==> config.mk <==
export PLATFORM = sky130hd
export DESIGN_NAME = irm_iso_rx_match
export DESIGN_NICKNAME = d
export VERILOG_FILES = /design/src/verilog/irm_pkg.sv /design/src/verilog/irm_fifo.sv /design/src/verilog/irm_iso_rx_match.sv
export SDC_FILE = /design/constraint.sdc
export NUM_CORES = 2
export LEC_CHECK = 0
export ABC_AREA = 1
export BUFFER_PORTS_ARGS = -buffer_cell sky130_fd_sc_hd__clkbuf_2
export CAP_MARGIN = 5
export CORE_UTILIZATION = 25
export DETAILED_ROUTE_END_ITERATION = 10
export GPL_ROUTABILITY_DRIVEN = 0
export PLACE_DENSITY = 0.48
export SYNTH_ARGS = -nofsm -noshare
export SYNTH_HDL_FRONTEND = slang
export SYNTH_HIERARCHICAL = 1
export SYNTH_SLANG_ARGS = --single-unit
export TNS_END_PERCENT = 20
==> constraint.sdc <==
create_clock -name clk_sys -period 7.7 [get_ports clk_sys]
set_input_delay 1.54 -clock clk_sys [delete_from_list [all_inputs] [get_ports clk_sys]]
set_output_delay 1.54 -clock clk_sys [all_outputs]
set_load 0.02 [all_outputs]
==> src/verilog/irm_pkg.sv <==
`default_nettype none
package irm_pkg;
    // Context count and register spacing
    localparam int          CTX_NUM           = 4;
    localparam int          CTX_W             = 2;
    localparam logic [15:0] CTX_STRIDE_MASK   = 16'h0060;
    localparam int          CTX_IDX_LSB       = 5;
    localparam logic [15:0] MATCH_BASE        = 16'h410C;
    localparam logic [15:0] CTL_BASE          = 16'h4108;
    localparam int          ADDR_W            = 16;

    // Match register fields
    localparam int          ACCEPT_TAG_ZERO_BIT  = 28;
    localparam int          ACCEPT_TAG_ONE_BIT   = 29;
    localparam int          START_CYCLE_LSB      = 12;
    localparam int          START_CYCLE_W        = 15;
    localparam int          SYNC_LSB             = 8;
    localparam int          SYNC_W               = 4;
    localparam int          SYNC_QUALIFY_BIT     = 6;
    localparam int          RX_CHANNEL_ID_LSB    = 0;
    localparam int          RX_CHANNEL_ID_W      = 6;
    localparam logic [31:0] MATCH_RW_MASK        = 32'hF7FFFF7F;
    localparam logic [31:0] MATCH_RESET          = 32'h00000000;

    // Context control register fields
    localparam int          CTL_CYC_EN_BIT    = 29;
    localparam int          CTL_RUN_BIT       = 15;
    localparam int          CTL_ACTIVE_BIT    = 10;
    localparam int          CTL_SYNC_HIT_BIT  = 2;
    localparam int          CTL_WAIT_LSB      = 0;
    localparam logic [1:0]  WAIT_FOR_SYNC     = 2'h3;

    // Cycle timer fields
    localparam int          TIMER_SECONDS_LSB     = 25;
    localparam int          TIMER_CYCLE_INDEX_LSB = 12;
    localparam int          TIMER_CMP_W           = 15;

    // Isochronous header word fields
    localparam int          HDR_TAG_LSB       = 14;
    localparam int          HDR_CHAN_LSB      = 8;
    localparam int          HDR_SYNC_LSB      = 0;
    localparam logic [1:0]  TAG_ONE           = 2'h1;
    localparam logic [1:0]  SYNC_TOP_ZERO     = 2'h0;

    // Buffer shape
    localparam int          FIFO_DEPTH        = 32;
    localparam int          FIFO_WIDTH        = 35;
endpackage : irm_pkg
`default_nettype wire

==> src/verilog/irm_fifo.sv <==
`timescale 1ns/1ps
`default_nettype none
module irm_fifo #(
    parameter int WIDTH = 35,
    parameter int DEPTH = 32
) (
    input  wire logic             clk_sys,
    input  wire logic             rst_n,
    input  wire logic             ce,
    input  wire logic             inValid,
    output logic                  inReady,
    input  wire logic [WIDTH-1:0] inData,
    output logic                  outValid,
    input  wire logic             outReady,
    output logic      [WIDTH-1:0] outData
);
    localparam int AW = $clog2(DEPTH);

    typedef struct packed {
        logic [DEPTH-1:0][WIDTH-1:0] mem;
        logic [AW-1:0]               wrPtr;
        logic [AW-1:0]               rdPtr;
        logic [AW:0]                 count;
        logic                        outValid;
        logic [WIDTH-1:0]            outData;
    } irm_fifo_state_s;

    irm_fifo_state_s fifo_reg;
    irm_fifo_state_s fifo_next;
    logic            push;
    logic            pop;

    // Full only when every slot holds a word
    assign inReady  = ce && (fifo_reg.count != DEPTH[AW:0]);
    assign outValid = fifo_reg.outValid;
    assign outData  = fifo_reg.outData;
    assign push     = inValid && inReady;
    assign pop      = ce && (fifo_reg.count != '0) && (!fifo_reg.outValid || outReady);

    // Pointer, count and registered output stage
    always_comb begin
        fifo_next = fifo_reg;
        if (push) begin
            fifo_next.mem[fifo_reg.wrPtr] = inData;
            fifo_next.wrPtr = fifo_reg.wrPtr + 1'b1;
        end
        if (ce && outReady && fifo_reg.outValid) begin
            fifo_next.outValid = 1'b0;
        end
        if (pop) begin
            fifo_next.outData  = fifo_reg.mem[fifo_reg.rdPtr];
            fifo_next.outValid = 1'b1;
            fifo_next.rdPtr    = fifo_reg.rdPtr + 1'b1;
        end
        fifo_next.count = fifo_reg.count + {{AW{1'b0}}, push} - {{AW{1'b0}}, pop};
    end

    always_ff @(posedge clk_sys) begin
        if (!rst_n) begin
            fifo_reg <= '0;
        end else if (ce) begin
            fifo_reg <= fifo_next;
        end
    end
endmodule : irm_fifo
`default_nettype wire

==> src/verilog/irm_iso_rx_match.sv <==
// Register access over AHB-Lite was left to the implementer.
`timescale 1ns/1ps
`default_nettype none
module irm_iso_rx_match
    import irm_pkg::*;
(
    input  wire logic        clk_sys,
    input  wire logic        rst_n,
    input  wire logic        ce,
    // AHB-Lite slave
    input  wire logic        hsel,
    input  wire logic [31:0] haddr,
    input  wire logic [1:0]  htrans,
    input  wire logic        hwrite,
    input  wire logic [2:0]  hsize,
    input  wire logic [31:0] hwdata,
    input  wire logic        hready,
    output logic             hreadyout,
    output logic             hresp,
    output logic      [31:0] hrdata,
    // Bus cycle timer value
    input  wire logic [31:0] cycleTimer,
    // Incoming isochronous packet words
    input  wire logic        pktValid,
    output logic             pktReady,
    input  wire logic [31:0] pktData,
    input  wire logic        pktFirst,
    input  wire logic        pktLast,
    // Accepted packet words toward DMA
    output logic             rxValid,
    input  wire logic        rxReady,
    output logic      [31:0] rxData,
    output logic      [1:0]  rxCtx,
    output logic             rxLast
);
    typedef struct packed {
        logic [CTX_NUM-1:0][31:0] matchReg;
        logic [CTX_NUM-1:0]       run;
        logic [CTX_NUM-1:0]       cycEn;
        logic [CTX_NUM-1:0][1:0]  waitFld;
        logic [CTX_NUM-1:0]       syncHit;
        logic [CTX_W-1:0]         curCtx;
        logic                     curKeep;
        logic                     dphWr;
        logic [ADDR_W-1:0]        dphAddr;
        logic [31:0]              rdata;
    } irm_state_s;

    irm_state_s              st_reg;
    irm_state_s              st_next;
    logic [CTX_NUM-1:0]      hit;
    logic [CTX_W-1:0]        winCtx;
    logic                    anyHit;
    logic                    keepNow;
    logic [CTX_W-1:0]        ctxNow;
    logic                    fifoInValid;
    logic                    fifoInReady;
    logic [FIFO_WIDTH-1:0]   fifoInData;
    logic [FIFO_WIDTH-1:0]   fifoOutData;
    logic [1:0]              hdrTag;
    logic [RX_CHANNEL_ID_W-1:0] hdrChan;
    logic [SYNC_W-1:0]       hdrSync;
    logic [TIMER_CMP_W-1:0]  timerNow;
    logic                    addrPhase;
    logic [ADDR_W-1:0]       aOff;
    logic [ADDR_W-1:0]       aBase;
    logic [CTX_W-1:0]        aCtx;
    logic [ADDR_W-1:0]       dBase;
    logic [CTX_W-1:0]        dCtx;

    // Header field extraction
    assign hdrTag   = pktData[HDR_TAG_LSB +: 2];
    assign hdrChan  = pktData[HDR_CHAN_LSB +: RX_CHANNEL_ID_W];
    assign hdrSync  = pktData[HDR_SYNC_LSB +: SYNC_W];
    // Low seconds bits then cycle index
    assign timerNow = {cycleTimer[TIMER_SECONDS_LSB +: 2],
                       cycleTimer[TIMER_CYCLE_INDEX_LSB +: 13]};

    // Per-context acceptance decision
    always_comb begin
        for (int i = 0; i < CTX_NUM; i++) begin
            hit[i] = st_reg.run[i]
                && (hdrChan == st_reg.matchReg[i][RX_CHANNEL_ID_LSB +: RX_CHANNEL_ID_W])
                && st_reg.matchReg[i][ACCEPT_TAG_ZERO_BIT + int'(hdrTag)]
                && !st_reg.cycEn[i];
            // Tag 01 narrowed only when qualify and its enable set
            if (st_reg.matchReg[i][SYNC_QUALIFY_BIT]
                && st_reg.matchReg[i][ACCEPT_TAG_ONE_BIT]
                && (hdrTag == TAG_ONE)
                && (hdrSync[SYNC_W-1 -: 2] != SYNC_TOP_ZERO)) begin
                hit[i] = 1'b0;
            end
            // Waiting for a sync value drops other sync values
            if ((st_reg.waitFld[i] == WAIT_FOR_SYNC) && !st_reg.syncHit[i]
                && (hdrSync != st_reg.matchReg[i][SYNC_LSB +: SYNC_W])) begin
                hit[i] = 1'b0;
            end
        end
    end

    // Lowest numbered matching context claims the packet
    always_comb begin
        anyHit = 1'b0;
        winCtx = '0;
        for (int i = CTX_NUM - 1; i >= 0; i--) begin
            if (hit[i]) begin
                anyHit = 1'b1;
                winCtx = CTX_W'(i);
            end
        end
    end

    // Keep or drop whole packet from its header decision
    assign keepNow     = pktFirst ? anyHit : st_reg.curKeep;
    assign ctxNow      = pktFirst ? winCtx : st_reg.curCtx;
    assign fifoInValid = ce && pktValid && keepNow;
    assign fifoInData  = {ctxNow, pktLast, pktData};
    assign pktReady    = ce && (!keepNow || fifoInReady);

    irm_fifo #(
        .WIDTH (FIFO_WIDTH),
        .DEPTH (FIFO_DEPTH)
    ) u_fifo (
        .clk_sys  (clk_sys),
        .rst_n    (rst_n),
        .ce       (ce),
        .inValid  (fifoInValid),
        .inReady  (fifoInReady),
        .inData   (fifoInData),
        .outValid (rxValid),
        .outReady (rxReady),
        .outData  (fifoOutData)
    );

    assign rxData = fifoOutData[31:0];
    assign rxLast = fifoOutData[32];
    assign rxCtx  = fifoOutData[FIFO_WIDTH-1 -: CTX_W];

    // Bus decode: contexts sit 32 bytes apart
    assign addrPhase = hsel && hready && htrans[1];
    assign aOff      = haddr[ADDR_W-1:0];
    assign aBase     = aOff & ~CTX_STRIDE_MASK;
    assign aCtx      = aOff[CTX_IDX_LSB +: CTX_W];
    assign dBase     = st_reg.dphAddr & ~CTX_STRIDE_MASK;
    assign dCtx      = st_reg.dphAddr[CTX_IDX_LSB +: CTX_W];
    assign hreadyout = 1'b1;
    assign hresp     = 1'b0;
    assign hrdata    = st_reg.rdata;

    // Next-state logic for registers, packet tracking and bus
    always_comb begin
        st_next = st_reg;

        // Start-on-cycle releases once the timer equals the start value
        for (int i = 0; i < CTX_NUM; i++) begin
            if (st_reg.run[i] && st_reg.cycEn[i]
                && (timerNow == st_reg.matchReg[i][START_CYCLE_LSB +: START_CYCLE_W])) begin
                st_next.cycEn[i] = 1'b0;
            end
        end

        // Data phase write
        if (st_reg.dphWr) begin
            if (dBase == MATCH_BASE) begin
                st_next.matchReg[dCtx] = hwdata & MATCH_RW_MASK;
            end else if (dBase == CTL_BASE) begin
                st_next.run[dCtx]     = hwdata[CTL_RUN_BIT];
                st_next.cycEn[dCtx]   = hwdata[CTL_CYC_EN_BIT];
                st_next.waitFld[dCtx] = hwdata[CTL_WAIT_LSB +: 2];
                if (!hwdata[CTL_RUN_BIT]) begin
                    st_next.syncHit[dCtx] = 1'b0;
                end
            end
        end

        // Header taken: remember decision; a sync hit beats a clear
        if (pktValid && pktReady && pktFirst) begin
            st_next.curKeep = anyHit;
            st_next.curCtx  = winCtx;
            if (anyHit && (st_reg.waitFld[winCtx] == WAIT_FOR_SYNC)) begin
                st_next.syncHit[winCtx] = 1'b1;
            end
        end

        // Address phase: capture write, register read data
        st_next.dphWr = addrPhase && hwrite;
        if (addrPhase) begin
            st_next.dphAddr = aOff;
        end
        if (addrPhase && !hwrite) begin
            st_next.rdata = '0;
            if (aBase == MATCH_BASE) begin
                st_next.rdata = st_reg.matchReg[aCtx] & MATCH_RW_MASK;
            end else if (aBase == CTL_BASE) begin
                st_next.rdata[CTL_CYC_EN_BIT]   = st_reg.cycEn[aCtx];
                st_next.rdata[CTL_RUN_BIT]      = st_reg.run[aCtx];
                st_next.rdata[CTL_ACTIVE_BIT]   = st_reg.run[aCtx] && !st_reg.cycEn[aCtx];
                st_next.rdata[CTL_SYNC_HIT_BIT] = st_reg.syncHit[aCtx];
                st_next.rdata[CTL_WAIT_LSB +: 2] = st_reg.waitFld[aCtx];
            end
        end
    end

    // State register, frozen while clock enable is low
    always_ff @(posedge clk_sys) begin
        if (!rst_n) begin
            st_reg          <= '0;
            st_reg.matchReg <= {CTX_NUM{MATCH_RESET}};
        end else if (ce) begin
            st_reg <= st_next;
        end
    end
endmodule : irm_iso_rx_match
`default_nettype wire

==> results.md <==
- The run finished with clean final reports.
- Setup repair after global routing left no endpoint under its margin.
- The number of buffers inserted by post-CTS setup repair is 0.
- STA classifies the critical path endpoint as a flip-flop.
- The final critical path takes up just over 70% of the cycle.
- The most common cell after layout, fill and taps aside is nand2_1.
- The worst setup skew after layout is 0.06942 ns.
- The number of primary I/O pins is between 200 and 250.
- Once the floorplan was initialized, standard cells occupied approximately a quarter of the core.
- The final critical path time including I/O delays and setup is 5.540 ns.
- At the later pin of the worst-skew pair, clock insertion delay measures 0.81 ns.
- The horizontal die dimension is approximately 500 um.
- The CTS tree is done.
- The worst hold-check path type is flip-flop to flip-flop.
- IR analysis of the VDD net gives a maximum drop of approximately 240 uV.
- The mean instance size in the synthesized netlist is 6.751 um2.
- The count of nets left with antenna violations once routing finished came out at 0.
- The critical path runs through a total of 20 cells.
- The pin count of the biggest net entering global routing is roughly 280.
- The vias after detailed routing is around 59000.
- The iteration-0 DRC count of the detailed router is ~5500.
- The mean number of vias per cell is 4.788.
- The total count of hold-check failures in the final report came to 0.
- Leaving out fill and tap cells, the most frequent cells in the layout are nand2_1, dfxtp_1, o21ai_0.
- For this run, design rule violations remaining after detail routing come to 0.
- The area growth from synthesis to layout is 12.68%.
- In the global route stage, overall resource usage came out at between 10% and 20%.
- The number of optimization iterations in the first detailed-route pass is 6.
- The H-tree was split into 4 levels.
- The data required time at the worst endpoint is 8.30 ns.
- The row count is between 150 and 200.
- The cell family contributing the most delay on the critical path is simple AND/OR/NAND/NOR gates.
- The cell at the root of the clock tree is clkbuf_16.
- The signal arrival time at the worst endpoint is 6.14 ns.
- The net count of the finished layout is 9049.
- The highest-delay cell along the critical path is clkbuf_2.
- The largest single stage delay on the critical path is ~0.63 ns.
- The critical path is of the input pin to flip-flop type.
- The register with the most flip-flops in the layout has about 1100 of them.
- The number of buffers and inverters on the critical path is 5.
- The filler cells instantiated in the layout total roughly 27000.
- Walking the worst path, the cells encountered are clkbuf_2, inv_2, nand2_1, nand2_1, nor2_1, nand2_1, nand2_1, nand3_1, nand2_2, inv_1, nand3_1, nand2_1, nor2_1, nand2_2, nor2_4, buf_4, nand2_4, buf_4, o21ai_0, a21oi_1.
- The total congestion overflow after global routing is 0.
- The post-synthesis instance area is 62820 um2.
- The first-pass GRT wire length is around 350000 um.
- The total negative slack for setup checks is 0 ns.
- The sum of internal, switching and leakage power is ~17 mW.
- The main flop type after synthesis is dfxtp_1.
- Setup violations remaining at the end of the flow were counted as 0.
- During synthesis, Yosys emitted a total of 6 warnings.
- Measured against its own limit, the worst slew margin works out to approximately an eighth.
- The async set or reset register ratio after synthesis is 0%.
- The number of antenna violations at the first check in global routing is 25.
- The synthesized design contains approximately 1400 register bits.
- Summed over all nets, the half-perimeter wirelength after detailed placement is around 130000 um.
- The tool flagged a number of max-cap violations equal to 0.
- For this design, the sink count on the clock tree is approximately 1400.
- The maximum operating frequency is around 180 MHz.
- After floorplanning, the core was sized to cover between 200000 and 250000 um2.
- The die covers approximately 250000 um2.
- The unique cell type count in the Yosys netlist is 46.
- In this run the critical register-to-register path is launched from st_reg[179].
- The quantity of I/O buffers inserted on ports is between 150 and 200.
- Summing the sequential cell areas from Yosys gives 43.40% of the chip area.
- The critical register-to-register path endpoint is u_fifo/fifo_reg[141].
- Counting stages on the worst path, the most repeated cell is nand2_1.
- At the pin with the least slew margin, the transition time is 1.307 ns.
- For this design the ratio of total power to cell area is about 240 nW/um2.
- In this run, synthesis inferred 0 flip-flops with an integrated enable.
- In this run the deepest clock path goes through 3 buffers.
- The average wire per standard cell is about 19 um.
- The post-cts resize count is 0.
- The depth of the worst register-to-register path is 19.
- The fraction of final layout cells with drive strength greater than 1 is 6.921%.
- TritonCTS created around 160 clock buffers.
- The sum of routed wire length over all layers is 235200 um.
- The number of slew-limit violations in the final report is 0.
- The via count of the first global-routing pass is 54990.
- Of all nets on the critical path, the largest fanout is 56.
- After clock tree synthesis, the clock-pin slew on the worst setup and hold paths is around 0.06 ns.
- The type of element launching the critical path is an input pin.
- Hold is met by between 0.4 and 0.5 ns.
- The register-to-register path setup slack is 3.24 ns.
- In this run the worst setup path terminates at u_fifo/fifo_reg[141].
- The vertical die dimension is approximately 500 um.
- The static leakage is roughly 27 nW.
- The hold-fix buffer count after cts is 0.
- The synthesized instance count is approximately 9300.
- The launch point of the critical path is pktData[3].
[kinds of logic (layout without fill, tap and decap cells)]
kind of cell             after synthesis  in the layout  synth area share, %
other                                  2             12              0.01195
AND/OR/NAND/NOR                     3458           3458                23.00
AO/OA/AOI/OAI                       2551           2551                20.92
buffers and inverters               1886           1594                11.91
XOR/XNOR                              32             32               0.4461
flip-flops                          1362           1362                43.40
adder cells (fa/ha/maj)               15             15               0.3107
[power by group]
part / switching [mW] / internal (mW) / total (mW)
sequential: 0.0582 / 7.08 / 7.14
combinational: 1.53 / 0.545 / 2.07
clock: 3.19 / 4.54 / 7.73
[cells in the mapped netlist (all sizes together) (6+ instances only)]
library cell  instances  area [um2]
nand2              1666        6309
dfxtp              1362       27270
o21ai              1238        6196
a21oi              1165        5834
inv                1036        3891
nand3               933        4697
nor2                797        3075
clkbuf              605        2271
buf                 239        1295
a211oi               80       600.6
o211ai               49       367.9
nand4                28       175.2
xnor2                21       183.9
nor3                 20       100.1
ha                   14       175.2
xor2                 11       96.34
o2111ai               7       61.31
clkinv                6       22.52
[layout make-up]
| type | instances | area [um2] | area share (%) |
|---|---|---|---|
| clock buffers | 244 | 4762 | 6.728 |
| clock inverters | 41 | 575.6 | 0.8131 |
| diodes | 8 | 20.02 | 0.02828 |
| well taps | 3330 | 4167 | 5.886 |
| inverters | 1042 | 3938 | 5.563 |
| flip-flops and latches | 1362 | 27280 | 38.54 |
| repair buffers | 267 | 1739 | 2.457 |
| multi-input cells | 6060 | 28300 | 39.99 |
[per-stage QoR]
stage	std cells	setup slack (ns)	utilization, %	cell area [um2]
floorplan	9308	3.425	-	62830
global placement	12060	1.321	26.26	65430
detailed placement	12060	1.274	26.26	65430
CTS	12350	2.098	28.41	70760
global route	12350	1.862	28.41	70770
finish	12350	2.160	28.41	70780
[routing by layer]
layer | wire (um) | GRT usage (%) | part of all wire (%) | up-vias
li1 | - | - | - | 29250
met1 | 105600 | 23.99 | 45 | 27920
met2 | 109000 | 29.87 | 46 | 1631
met3 | 12730 | 2.220 | 5.4 | 340
met4 | 7790 | 6.610 | 3.3 | 6
met5 | 34 | 0 | 0.014 | -
[tightest hold or removal path, cell delays in order, from the launching register on]
cell and delay [ns]:
dfxtp_1 0.31, inv_1 0.05, a21oi_1 0.05
[worst min path at each step]
stage	startpoint	endpoint	slack (ns)	depth (start not counted)
finish	u_fifo/fifo_reg[151]	u_fifo/fifo_reg[151]	0.44	2
global route	u_fifo/fifo_reg[310]	u_fifo/fifo_reg[310]	0.46	2
CTS	u_fifo/fifo_reg[151]	u_fifo/fifo_reg[151]	0.45	2
detailed placement	u_fifo/fifo_reg[151]	u_fifo/fifo_reg[151]	0.44	2
global placement	u_fifo/fifo_reg[147]	u_fifo/fifo_reg[147]	0.43	2
floorplan	u_fifo/fifo_reg[217]	u_fifo/fifo_reg[217]	0.42	2
No activity file was read; power rests on OpenSTA's default activity.
